$ cat config.mk
export PLATFORM = sky130hd
export DESIGN_NAME = rsc_ctrl
export DESIGN_NICKNAME = d
export VERILOG_FILES = /design/src/hw/rsc_pkg.sv /design/src/hw/rsc_ctrl.sv
export SDC_FILE = /design/constraint.sdc
export NUM_CORES = 1
export LEC_CHECK = 0
export ABC_CLOCK_PERIOD_IN_PS = 2800
export BUFFER_PORTS_ARGS = -buffer_cell sky130_fd_sc_hd__buf_2
export CAP_MARGIN = 20
export CORE_MARGIN = 2
export CORE_UTILIZATION = 45
export CTS_CLUSTER_SIZE = 40
export DETAILED_ROUTE_END_ITERATION = 8
export GPL_TIMING_DRIVEN = 1
export PLACE_DENSITY = 0.71
export SLEW_MARGIN = 0
export SYNTH_ARGS = -nofsm -noshare
export SYNTH_HDL_FRONTEND = slang
export SYNTH_SLANG_ARGS = --single-unit
$ cat constraint.sdc
create_clock -name mclk_i -period 2.8 [get_ports mclk_i]
set_input_delay 0.14 -clock mclk_i [delete_from_list [all_inputs] [get_ports mclk_i]]
set_output_delay 0.14 -clock mclk_i [all_outputs]
set_load 0.03 [all_outputs]
$ cat src/hw/rsc_pkg.sv
// shared constants and carrier types of the reset and stop recovery block
package rsc_pkg;
  localparam logic [11:0] ADDR_STATUS = 12'h0ff0;
  localparam logic [11:0] ADDR_CTRL = 12'h0fe0;
  localparam logic [11:0] ADDR_LVD = 12'h0fe4;
  localparam logic [11:0] ADDR_SMR_EN = 12'h0fe8;
  localparam logic [11:0] ADDR_DBG = 12'h0fec;
  localparam int ST_POR = 7;
  localparam int ST_STOP = 6;
  localparam int ST_WDT = 5;
  localparam int ST_EXT = 4;
  localparam int ST_LVD = 0;
  localparam logic [7:0] WDT_CTRL_RST = 8'h00;
  localparam logic [7:0] OSC_CTRL_RST = 8'h00;
  localparam logic [7:0] CTRL_RST = 8'h00;
  localparam logic [7:0] LVD_RST = 8'h00;
  localparam logic [7:0] SMR_EN_RST = 8'h00;
  localparam logic [15:0] RESET_VEC_ADDR = 16'h0002;
  localparam int CLK_MHZ = 250;
  localparam int IPO_STARTUP_NS = 4000;
  localparam int STARTUP_CYC = (IPO_STARTUP_NS * CLK_MHZ + 999) / 1000;
  localparam int HOLD_SHORT = 66;
  localparam int HOLD_XTAL = 5000;
  localparam int EXT_MIN_CYC = 3;
  localparam int SLV_CNT_W = 13;
  typedef struct packed {
    logic por;
    logic bor;
    logic wdt_to;
    logic dbg_pin_low;
    logic stop_mode;
    logic ipo_running;
    logic supply_ok;
    logic lvd_below;
  } rsc_src_t;
  typedef struct packed {
    logic cpu_rst;
    logic periph_rst;
    logic ctrl_reg_load;
    logic wdt_osc_reload;
    logic clk_sel_ipo;
    logic fetch_vector;
  } rsc_ctl_t;
endpackage

$ cat src/hw/rsc_ctrl.sv
// reset and stop recovery sequencer with apb status and control registers
//
// Overview of operation
// - system reset from por, brownout, watchdog, pin, debugger
// - stop recovery on watchdog or enabled gpio change
// - hold 66 ipo cycles without crystal
// - hold 5000 ipo cycles with crystal
// - ipo start-up wait before hold count
// - stop recovery keeps control registers, except two
// - power reset counting starts once supply ok
// - stay in reset while pin held
// - gpio inputs, pull-ups off, except reset pin
// - reset pin open-drain, driven low during reset
// - cpu idle; oscillators keep running in reset
// - control registers loaded with reset values
// - cpu fetches vector at 0002h and 0003h
// - ipo selected as clock after reset
// - ignore pin pulses under three clocks
// - debugger reset spares the debugger
// - in stop, analog-filtered pin or debug pin resets
// - set power flag after power-on hold
// - low voltage interrupt below software level
// - status reads and watchdog writes share address
// - set external flag after pin reset
// - set watchdog flag on watchdog reset
// - set stop flag after stop recovery
`timescale 1ns/10ps
module rsc_ctrl #(
  parameter int HOLD_XTAL_CYC = rsc_pkg::HOLD_XTAL
) (
  // clock and reset
  input wire logic mclk_i,
  input wire logic rst_n_i,
  // apb slave
  input wire logic psel_i,
  input wire logic penable_i,
  input wire logic pwrite_i,
  input wire logic [11:0] paddr_i,
  input wire logic [31:0] pwdata_i,
  output logic [31:0] prdata_o,
  output logic pready_o,
  output logic pslverr_o,
  // sources
  input wire rsc_pkg::rsc_src_t src_i,
  input wire logic wdt_reset_select_option_i,
  input wire logic xtal_enable_option_i,
  input wire logic [7:0] gpio_in_i,
  // reset-shared pin, open-drain
  input wire logic reset_pin_i,
  output logic reset_pin_o,
  output logic reset_pin_oe_n_o,
  // outputs to the core
  output rsc_pkg::rsc_ctl_t ctl_o,
  output logic [15:0] vector_addr_o,
  output logic gpio_dir_input_o,
  output logic gpio_pullup_off_o,
  output logic ocd_keep_o,
  output logic [7:0] watchdog_control_reg_o,
  output logic [7:0] oscillator_control_reg_o,
  output logic low_voltage_irq_o
);
  typedef enum logic [2:0] {
    S_WAIT_SUPPLY, S_STARTUP, S_HOLD, S_PIN_WAIT, S_RUN
  } rsc_state_t;

  typedef struct packed {
    rsc_state_t state;
    logic [rsc_pkg::SLV_CNT_W-1:0] cnt;
    logic sys_rst;
    logic stop_recovery;
    logic [3:0] cause;
    logic [7:0] status;
    logic [7:0] wdt_ctrl;
    logic [7:0] osc_ctrl;
    logic [7:0] ctrl;
    logic [7:0] lvd_level;
    logic [7:0] smr_en;
    logic dbg_rst;
    logic [1:0] pin_sync;
    logic [1:0] pin_lo_cnt;
    logic [7:0] gpio_s1;
    logic [7:0] gpio_s2;
    logic [7:0] gpio_prev;
    logic [1:0] dbgp_sync;
    logic lvd_irq;
    logic [31:0] rdata;
  } rsc_reg_t;

  rsc_reg_t q, d;

  logic wr, rd, pin_low, pin_rst, dbgp_low, por_src, any_sys, any_smr;
  logic [rsc_pkg::SLV_CNT_W-1:0] hold_len;

  assign wr = psel_i & penable_i & pwrite_i;
  assign rd = psel_i & ~penable_i & ~pwrite_i;
  assign pin_low = ~q.pin_sync[1];
  assign dbgp_low = ~q.dbgp_sync[1];
  assign por_src = src_i.por | src_i.bor | (q.state == S_WAIT_SUPPLY);

  always_comb begin
    d = q;
    d.pin_sync = {q.pin_sync[0], reset_pin_i};
    d.dbgp_sync = {q.dbgp_sync[0], src_i.dbg_pin_low ? 1'b0 : 1'b1};
    d.gpio_s1 = gpio_in_i;
    d.gpio_s2 = q.gpio_s1;
    d.gpio_prev = q.gpio_s2;
    // width filter: a pulse of three synced clocks is taken
    if (!pin_low) begin
      d.pin_lo_cnt = 2'h0;
    end else if (q.pin_lo_cnt != 2'h3) begin
      d.pin_lo_cnt = q.pin_lo_cnt + 2'h1;
    end
    // in stop the analog filter upstream already rejects short pulses
    pin_rst = q.ctrl[0] & pin_low &
      (src_i.stop_mode ? 1'b1 : (q.pin_lo_cnt >= 2'(rsc_pkg::EXT_MIN_CYC - 1)));
    hold_len = xtal_enable_option_i ? rsc_pkg::SLV_CNT_W'(HOLD_XTAL_CYC)
      : rsc_pkg::SLV_CNT_W'(rsc_pkg::HOLD_SHORT);
    any_sys = src_i.por | src_i.bor
      | (src_i.wdt_to & wdt_reset_select_option_i & ~src_i.stop_mode)
      | pin_rst | q.dbg_rst
      | (src_i.stop_mode & dbgp_low);
    any_smr = src_i.stop_mode & (src_i.wdt_to
      | |((q.gpio_s2 ^ q.gpio_prev) & q.smr_en));
    if (src_i.lvd_below && q.lvd_level != 8'h00) begin
      d.lvd_irq = 1'b1;
    end
    if (any_sys) begin
      d.sys_rst = 1'b1;
      d.stop_recovery = 1'b0;
      d.cause = {src_i.por | src_i.bor | q.dbg_rst,
        1'b0, src_i.wdt_to & wdt_reset_select_option_i, pin_rst};
      d.state = (src_i.por | src_i.bor) ? S_WAIT_SUPPLY : S_STARTUP;
      d.cnt = '0;
      d.ctrl = rsc_pkg::CTRL_RST;
      d.lvd_level = rsc_pkg::LVD_RST;
      d.smr_en = rsc_pkg::SMR_EN_RST;
      d.lvd_irq = 1'b0;
      d.dbg_rst = 1'b0;
      d.wdt_ctrl = rsc_pkg::WDT_CTRL_RST;
      d.osc_ctrl = rsc_pkg::OSC_CTRL_RST;
    end else if (any_smr && q.state == S_RUN) begin
      d.stop_recovery = 1'b1;
      d.sys_rst = 1'b0;
      d.cause = {1'b0, 1'b1, src_i.wdt_to, 1'b0};
      d.state = S_STARTUP;
      d.cnt = '0;
      d.wdt_ctrl = rsc_pkg::WDT_CTRL_RST;
      d.osc_ctrl = rsc_pkg::OSC_CTRL_RST;
    end else begin
      case (q.state)
        S_WAIT_SUPPLY: begin
          if (src_i.supply_ok && !por_src) begin
            d.state = S_STARTUP;
          end else if (src_i.supply_ok && !src_i.por && !src_i.bor) begin
            d.state = S_STARTUP;
          end
          d.cnt = '0;
        end
        S_STARTUP: begin
          if (src_i.ipo_running &&
              q.cnt >= rsc_pkg::SLV_CNT_W'(rsc_pkg::STARTUP_CYC - 1)) begin
            d.state = S_HOLD;
            d.cnt = '0;
          end else if (q.cnt <
              rsc_pkg::SLV_CNT_W'(rsc_pkg::STARTUP_CYC - 1)) begin
            // saturates so a late oscillator cannot wrap the count
            d.cnt = q.cnt + 1'b1;
          end
        end
        S_HOLD: begin
          if (q.cnt >= hold_len - 1'b1) begin
            // our own drive masks the pin, so after a pin reset we let go
            // and look again; costs the synchroniser delay on exit
            d.state = q.cause[0] ? S_PIN_WAIT : S_RUN;
            d.cnt = '0;
            if (!q.cause[0]) begin
              d.status = {q.cause[3], q.cause[2], q.cause[1], q.cause[0],
                4'h0};
            end
          end else begin
            d.cnt = q.cnt + 1'b1;
          end
        end
        S_PIN_WAIT: begin
          if (!pin_low) begin
            d.state = S_RUN;
            d.status = {q.cause, 4'h0};
          end
        end
        S_RUN: begin
          d.sys_rst = 1'b0;
          d.stop_recovery = 1'b0;
          if (wr) begin
            case (paddr_i)
              rsc_pkg::ADDR_STATUS: d.wdt_ctrl = pwdata_i[7:0];
              rsc_pkg::ADDR_CTRL: d.ctrl = pwdata_i[7:0];
              rsc_pkg::ADDR_LVD: d.lvd_level = pwdata_i[7:0];
              rsc_pkg::ADDR_SMR_EN: d.smr_en = pwdata_i[7:0];
              rsc_pkg::ADDR_DBG: d.dbg_rst = pwdata_i[0];
              default: d.osc_ctrl = q.osc_ctrl;
            endcase
          end
          if (wr && paddr_i == rsc_pkg::ADDR_LVD && pwdata_i[8]) begin
            d.lvd_irq = src_i.lvd_below & (q.lvd_level != 8'h00);
          end
        end
        default: d.state = S_WAIT_SUPPLY;
      endcase
    end
    if (rd) begin
      case (paddr_i)
        rsc_pkg::ADDR_STATUS:
          d.rdata = {24'h0, q.status[7:4], 3'h0, q.lvd_irq};
        rsc_pkg::ADDR_CTRL: d.rdata = {24'h0, q.ctrl};
        rsc_pkg::ADDR_LVD: d.rdata = {24'h0, q.lvd_level};
        rsc_pkg::ADDR_SMR_EN: d.rdata = {24'h0, q.smr_en};
        rsc_pkg::ADDR_DBG: d.rdata = {31'h0, q.dbg_rst};
        default: d.rdata = 32'h0000_0000;
      endcase
    end
  end

  always_ff @(posedge mclk_i) begin
    if (!rst_n_i) begin
      q <= '0;
      q.state <= S_WAIT_SUPPLY;
      q.sys_rst <= 1'b1;
      q.cause <= 4'h8;
      q.ctrl <= rsc_pkg::CTRL_RST;
      q.pin_sync <= 2'h3;
      q.dbgp_sync <= 2'h3;
    end else begin
      q <= d;
    end
  end

  logic in_rst;
  assign in_rst = (q.state != S_RUN);
  always_comb begin
    ctl_o.cpu_rst = in_rst;
    ctl_o.periph_rst = in_rst & q.sys_rst;
    ctl_o.ctrl_reg_load = in_rst & q.sys_rst;
    ctl_o.wdt_osc_reload = in_rst;
    ctl_o.clk_sel_ipo = in_rst;
    ctl_o.fetch_vector = (d.state == S_RUN) & (q.state != S_RUN);
  end
  assign vector_addr_o = rsc_pkg::RESET_VEC_ADDR;
  assign gpio_dir_input_o = in_rst & q.sys_rst;
  assign gpio_pullup_off_o = in_rst & q.sys_rst;
  assign reset_pin_o = 1'b0;
  // released while waiting on the pin, else we would hold ourselves in reset
  assign reset_pin_oe_n_o = ~(in_rst & q.sys_rst
    & (q.state != S_PIN_WAIT));
  assign ocd_keep_o = 1'b1;
  assign watchdog_control_reg_o = q.wdt_ctrl;
  assign oscillator_control_reg_o = q.osc_ctrl;
  assign low_voltage_irq_o = q.lvd_irq;
  assign prdata_o = q.rdata;
  assign pready_o = 1'b1;
  assign pslverr_o = 1'b0;
endmodule

-- Yosys cells after proc, flatten, opt, wreduce, memory -nomap -nowiden
Cells that the tools add are included.
- input bits: 68
- bits in read-only memories: 0
- output and inout port bits: 78
- bits in registers: 125
- memories: 0
- bits in writable memories: 0
- bits in latches: 0
- word-level logic and storage cells: 132
- equality and inequality tests: 17
- shift operators: 0
- bitwise logic cells: 33
- reduce and logical (&&, ||, !) cells: 28
- divide/modulo/power cells: 0
- add/sub/neg operators: 3
- multipliers: 0
- mux-type cells: 28
- order comparisons: 4
- operators by type and width (kind ; number):
    equality test 12 bit, second input constant ; 5
    2-to-1 mux 13 bit ; 4
    one-hot mux 8 bit (5 select lines) ; 1
    one-hot mux 13 bit (3 select lines) ; 1
    2-to-1 mux 8 bit ; 3
    2-to-1 mux 22 bit ; 1
    2-to-1 mux 18 bit ; 1
    2-to-1 mux 3 bit ; 6
    one-hot mux 8 bit (2 select lines) ; 1
    AND reduction 4 bit ; 4
    one-hot mux 3 bit (5 select lines) ; 1
    AND 1 bit ; 14
    adder 13 x 1 -> 13 bit, second input constant ; 1
    greater-or-equal comparator 13 x 10 -> 1 bit, second input constant ; 1
    greater-or-equal comparator 13 bit ; 1
    less-than comparator 13 x 10 -> 1 bit, second input constant ; 1
    subtractor 13 x 1 -> 13 bit, second input constant ; 1
    NOT 1 bit ; 9
    AND 8 bit ; 1
    logical AND 1 bit ; 8
    != test 2 bit, second input constant ; 4
    bitwise OR 1 bit ; 8
    nonzero test 8 bit ; 1
    OR reduction 8 bit ; 1
    20 further kinds ; 34

-- Logic depth before layout (Yosys ltp)
- word-level depth: 10
- gate-level depth with buffers: 8
- mapped depth without buffers: 7

-- Worst setup path after synthesis
OpenSTA, ideal clock, no wires.
- path kind: reg2reg
- start point: register q[120] (netlist name)
- end point: register q[109] (netlist name)
- data required time: 2.681 ns
- clock period less this slack: 2.045 ns
- data arrival time: 1.925 ns
- library setup time: 0.119 ns
- path buffers: 1
- path slack: 0.755 ns
- stages on the path, launching flop included: 8
- path through: dfxtp_1 > ha_1 > a2111oi_0 > nor4_1 > or3_1 > a31o_1 > buf_6 > mux2i_1
- cells in the longest elaborated chain, start to end: 3
- RTL lines (element ; RTL line ; text):
    start, declared ; rsc_ctrl.sv:89 ; rsc_reg_t q, d;
    greater-or-equal comparator 13 bit ; rsc_ctrl.sv:171 ; if (q.cnt >= hold_len - 1'b1) begin
    != test 2 bit (no source line) ; -- ;
    AND reduction 6 bit (no source line) ; -- ;
No other way between the ends.
A chain may end at the register's enable or synchronous reset.

==> key figures <==
STA
  – Final setup viols: 0
  – Final period utilization: 96.2%
  – Tmin final: about 2700 ps
  – RSZ-0062 raised after global routing: no
  – Setup TNS: 0 ps
  – Fmax: 371 MHz
  – Pins Over Slew Limit: 0
  – Clock Skew: 6.76 ps
  – Final hold violations: 0
  – Worst slew pin tran: approximately 900 ps
  – Rel. slew slack: 39.6%

Cells and area
  – Fillcell total: between 1k and 1.5k
  – Final nets: 697
  – Most frequent cells in the layout: dfxtp_1 (97), nand2_1 (75), buf_2 (70), conb_1 (52), mux2i_1 (36)
  – Syn-to-layout area delta: 9.83%
  – Share of cells above drive strength 1: 19.4%
  – Commonest non-fill, non-tap cell in the layout: dfxtp_1
  – Final Non-Filler Cells: 764
  – # diodes: 0

Drt
  – WL per Instance: around 15 microns
  – Vias: 4032
  – Via density: 5.28
  – Detailed Route Iter0 Violations: 300
  – DRT Pass-1 Iters: 5
  – Routed WL: 11300 microns
  – DRT antenna net count: 0
  – DRC: 0

Power and ir drop
  – Pwr Density: 519 nW/um^2
  – Lkg Pwr: ~2.4 nW
  – Max IR drop VDD: about 0.00031 V

Synthesis
  – Seq/Total Area, Yosys: 38.0%
  – Cell count after synthesis: 568
  – EDFF count, synth: 0
  – Synth Flop Type: dfxtp_1
  – Synth cell types: 71
  – Avg Cell Area, Syn: ~9 sq um
  – Post-synth ARST share: 0%
  – Cell area after synthesis: 5100 sq um
  – Register bit total from synthesis: 97
  – Synth warn: 0

Clock tree
  – Clk buf depth: 2
  – CTS buffer count: 9
  – Clock transition at path regs: 70 ps
  – CTS tree: yes
  – H-tree depth: 3
  – Root buffer cell: clkbuf_16
  – Clock sinks: 97
  – Worst-Skew Late Latency: 340 ps

Floorplanning
  – Rows: 38
  – DIE AREA: 12200 sq um
  – Initial Util: 46.7%
  – I/O Pins: 146
  – DIE WIDTH: 110 microns
  – Core Region: 10900 sq um
  – DIE HEIGHT: 110 microns

Placed design
  – Post-detail-place hpwl: 8370 microns
  – Placed Cells incl. Taps: 738
  – Port Buffer Count: 70
  – GP Congestion: 0.906

Worst setup path
  – CP Launch Type: register
  – Critical path required time: 2660 ps
  – Critical path type: reg -> out
  – WP data arrival: roughly 2600 ps
  – CP Capture Type: output port
  – Critical path fanouts, max: 8

Run
  – MaxCap Viol Count: 0

GRT
  – GRT Overall Usage: 18.5%
  – Initial antenna violation count: 0
  – First-pass GRT wire length: 18600 microns
  – Vias in the first global route: 3833
  – Largest net degree at the start of global routing: between 40 and 50
  – Global route overflow: 0

Min path
  – Worst hold path class: in -> reg

Run status
  – Status: completed
==> critical path: stages, from the launching register on <==
cell and delay, ps:
dfxtp_1 480, ha_1 300, a2111oi_0 400, nor4_1 150
or3_1 410, a31o_2 280, buf_2 200
==> Yosys cell counts (4+ instances only) <==
cell       count  share of area, %
nand4_1        6              0.74
mux2i_1       36               7.1
nand3_1       22               2.2
ha_1          10               2.5
buf_4         74                11
a21boi_0       5              0.74
buf_2          7              0.69
o21ai_0       16               1.6
nor2_1        17               1.3
xor2_1        19               3.3
o2111ai_1      6               1.0
nor4_1         5              0.61
buf_6          4              0.88
nor3_1        16               1.6
nand2b_1       9               1.1
dfxtp_1       97                38
inv_1         12              0.88
clkbuf_1      12              0.88
and2_1        28               3.4
a222oi_1       4              0.78
a21oi_1       17               1.7
nand2_1       75               5.5
a31oi_1        4              0.49
==> final cells by class <==
cell class | instances | area (sq um) | area share [%]
inverters | 12 | 45.0 | 0.804
well taps | 140 | 175 | 3.12
flip-flops and latches | 97 | 1940 | 34.6
clock inverters | 6 | 67.6 | 1.21
repair buffers | 88 | 510 | 9.11
multi-input cells | 411 | 2630 | 46.9
clock buffers | 10 | 239 | 4.26
==> cells by family after synthesis <==
group	after synthesis	share of synthesized area [%]
AO/OA/AOI/OAI	82	11.9
AND/OR/NAND/NOR	208	22.0
XOR/XNOR	20	3.43
other	2	0.147
multiplexers	39	7.72
buffers and inverters	110	14.3
flip-flops	97	38.0
adder cells (fa/ha/maj)	10	2.45
==> flip-flops by register name, indices dropped and copies added, names as in the netlist <==
register / count
watchdog_control_reg_o: 8
prdata_o: 8
d: 18
low_voltage_irq_o: 1
q: 62
==> where the power goes <==
part,internal (mW),switching (mW)
Sequential,1.40,0.00956
Combinational,0.0677,0.183
Clock,0.657,0.592
Total,2.12,0.785
==> layer usage <==
metal	vias to the layer above	global-route usage, %	routed length [microns]
met2	171	30.3	5250
met1	1877	23.3	4970
met4	0	8.67	295
met3	26	3.68	747
met5	-	0	0
li1	1958	-	-
==> metrics by stage <==
stage	area (sq um)	hold WS (ps)	util, %	worst slack, ps	total power [mW]
2_1_floorplan	5290	210	-	755	1.67
3_5_place_dp	5200	311	47.5	406	1.68
3_3_place_gp	5200	314	47.5	463	1.67
6_report	5610	63.8	51.3	108	2.91
5_1_grt	5610	84.7	51.3	50.1	3.00
4_1_cts	5610	60.1	51.3	89.0	2.92
==> worst paths after layout <==
path                             startpoint                   endpoint  slack (ps)  cells past startpoint
worst max-delay path                 q[120]                   ctl_o[0]         110                      6
worst min-delay path            pwdata_i[5]  watchdog_control_reg_o[5]          60                      3
worst max register to register        q[40]                     q[129]         360                      6
worst min register to register        d[62]                      q[62]         410                      1
==> timing repair <==
item / CTS / global route
endpoints found under the hold margin: 10 / 0
resized for setup: 0 / 1
endpoints found under the setup margin: 0 / 1
setup buffers: 0 / 0
hold buffers: 10 / 0
(Power assumes the default switching activity.)
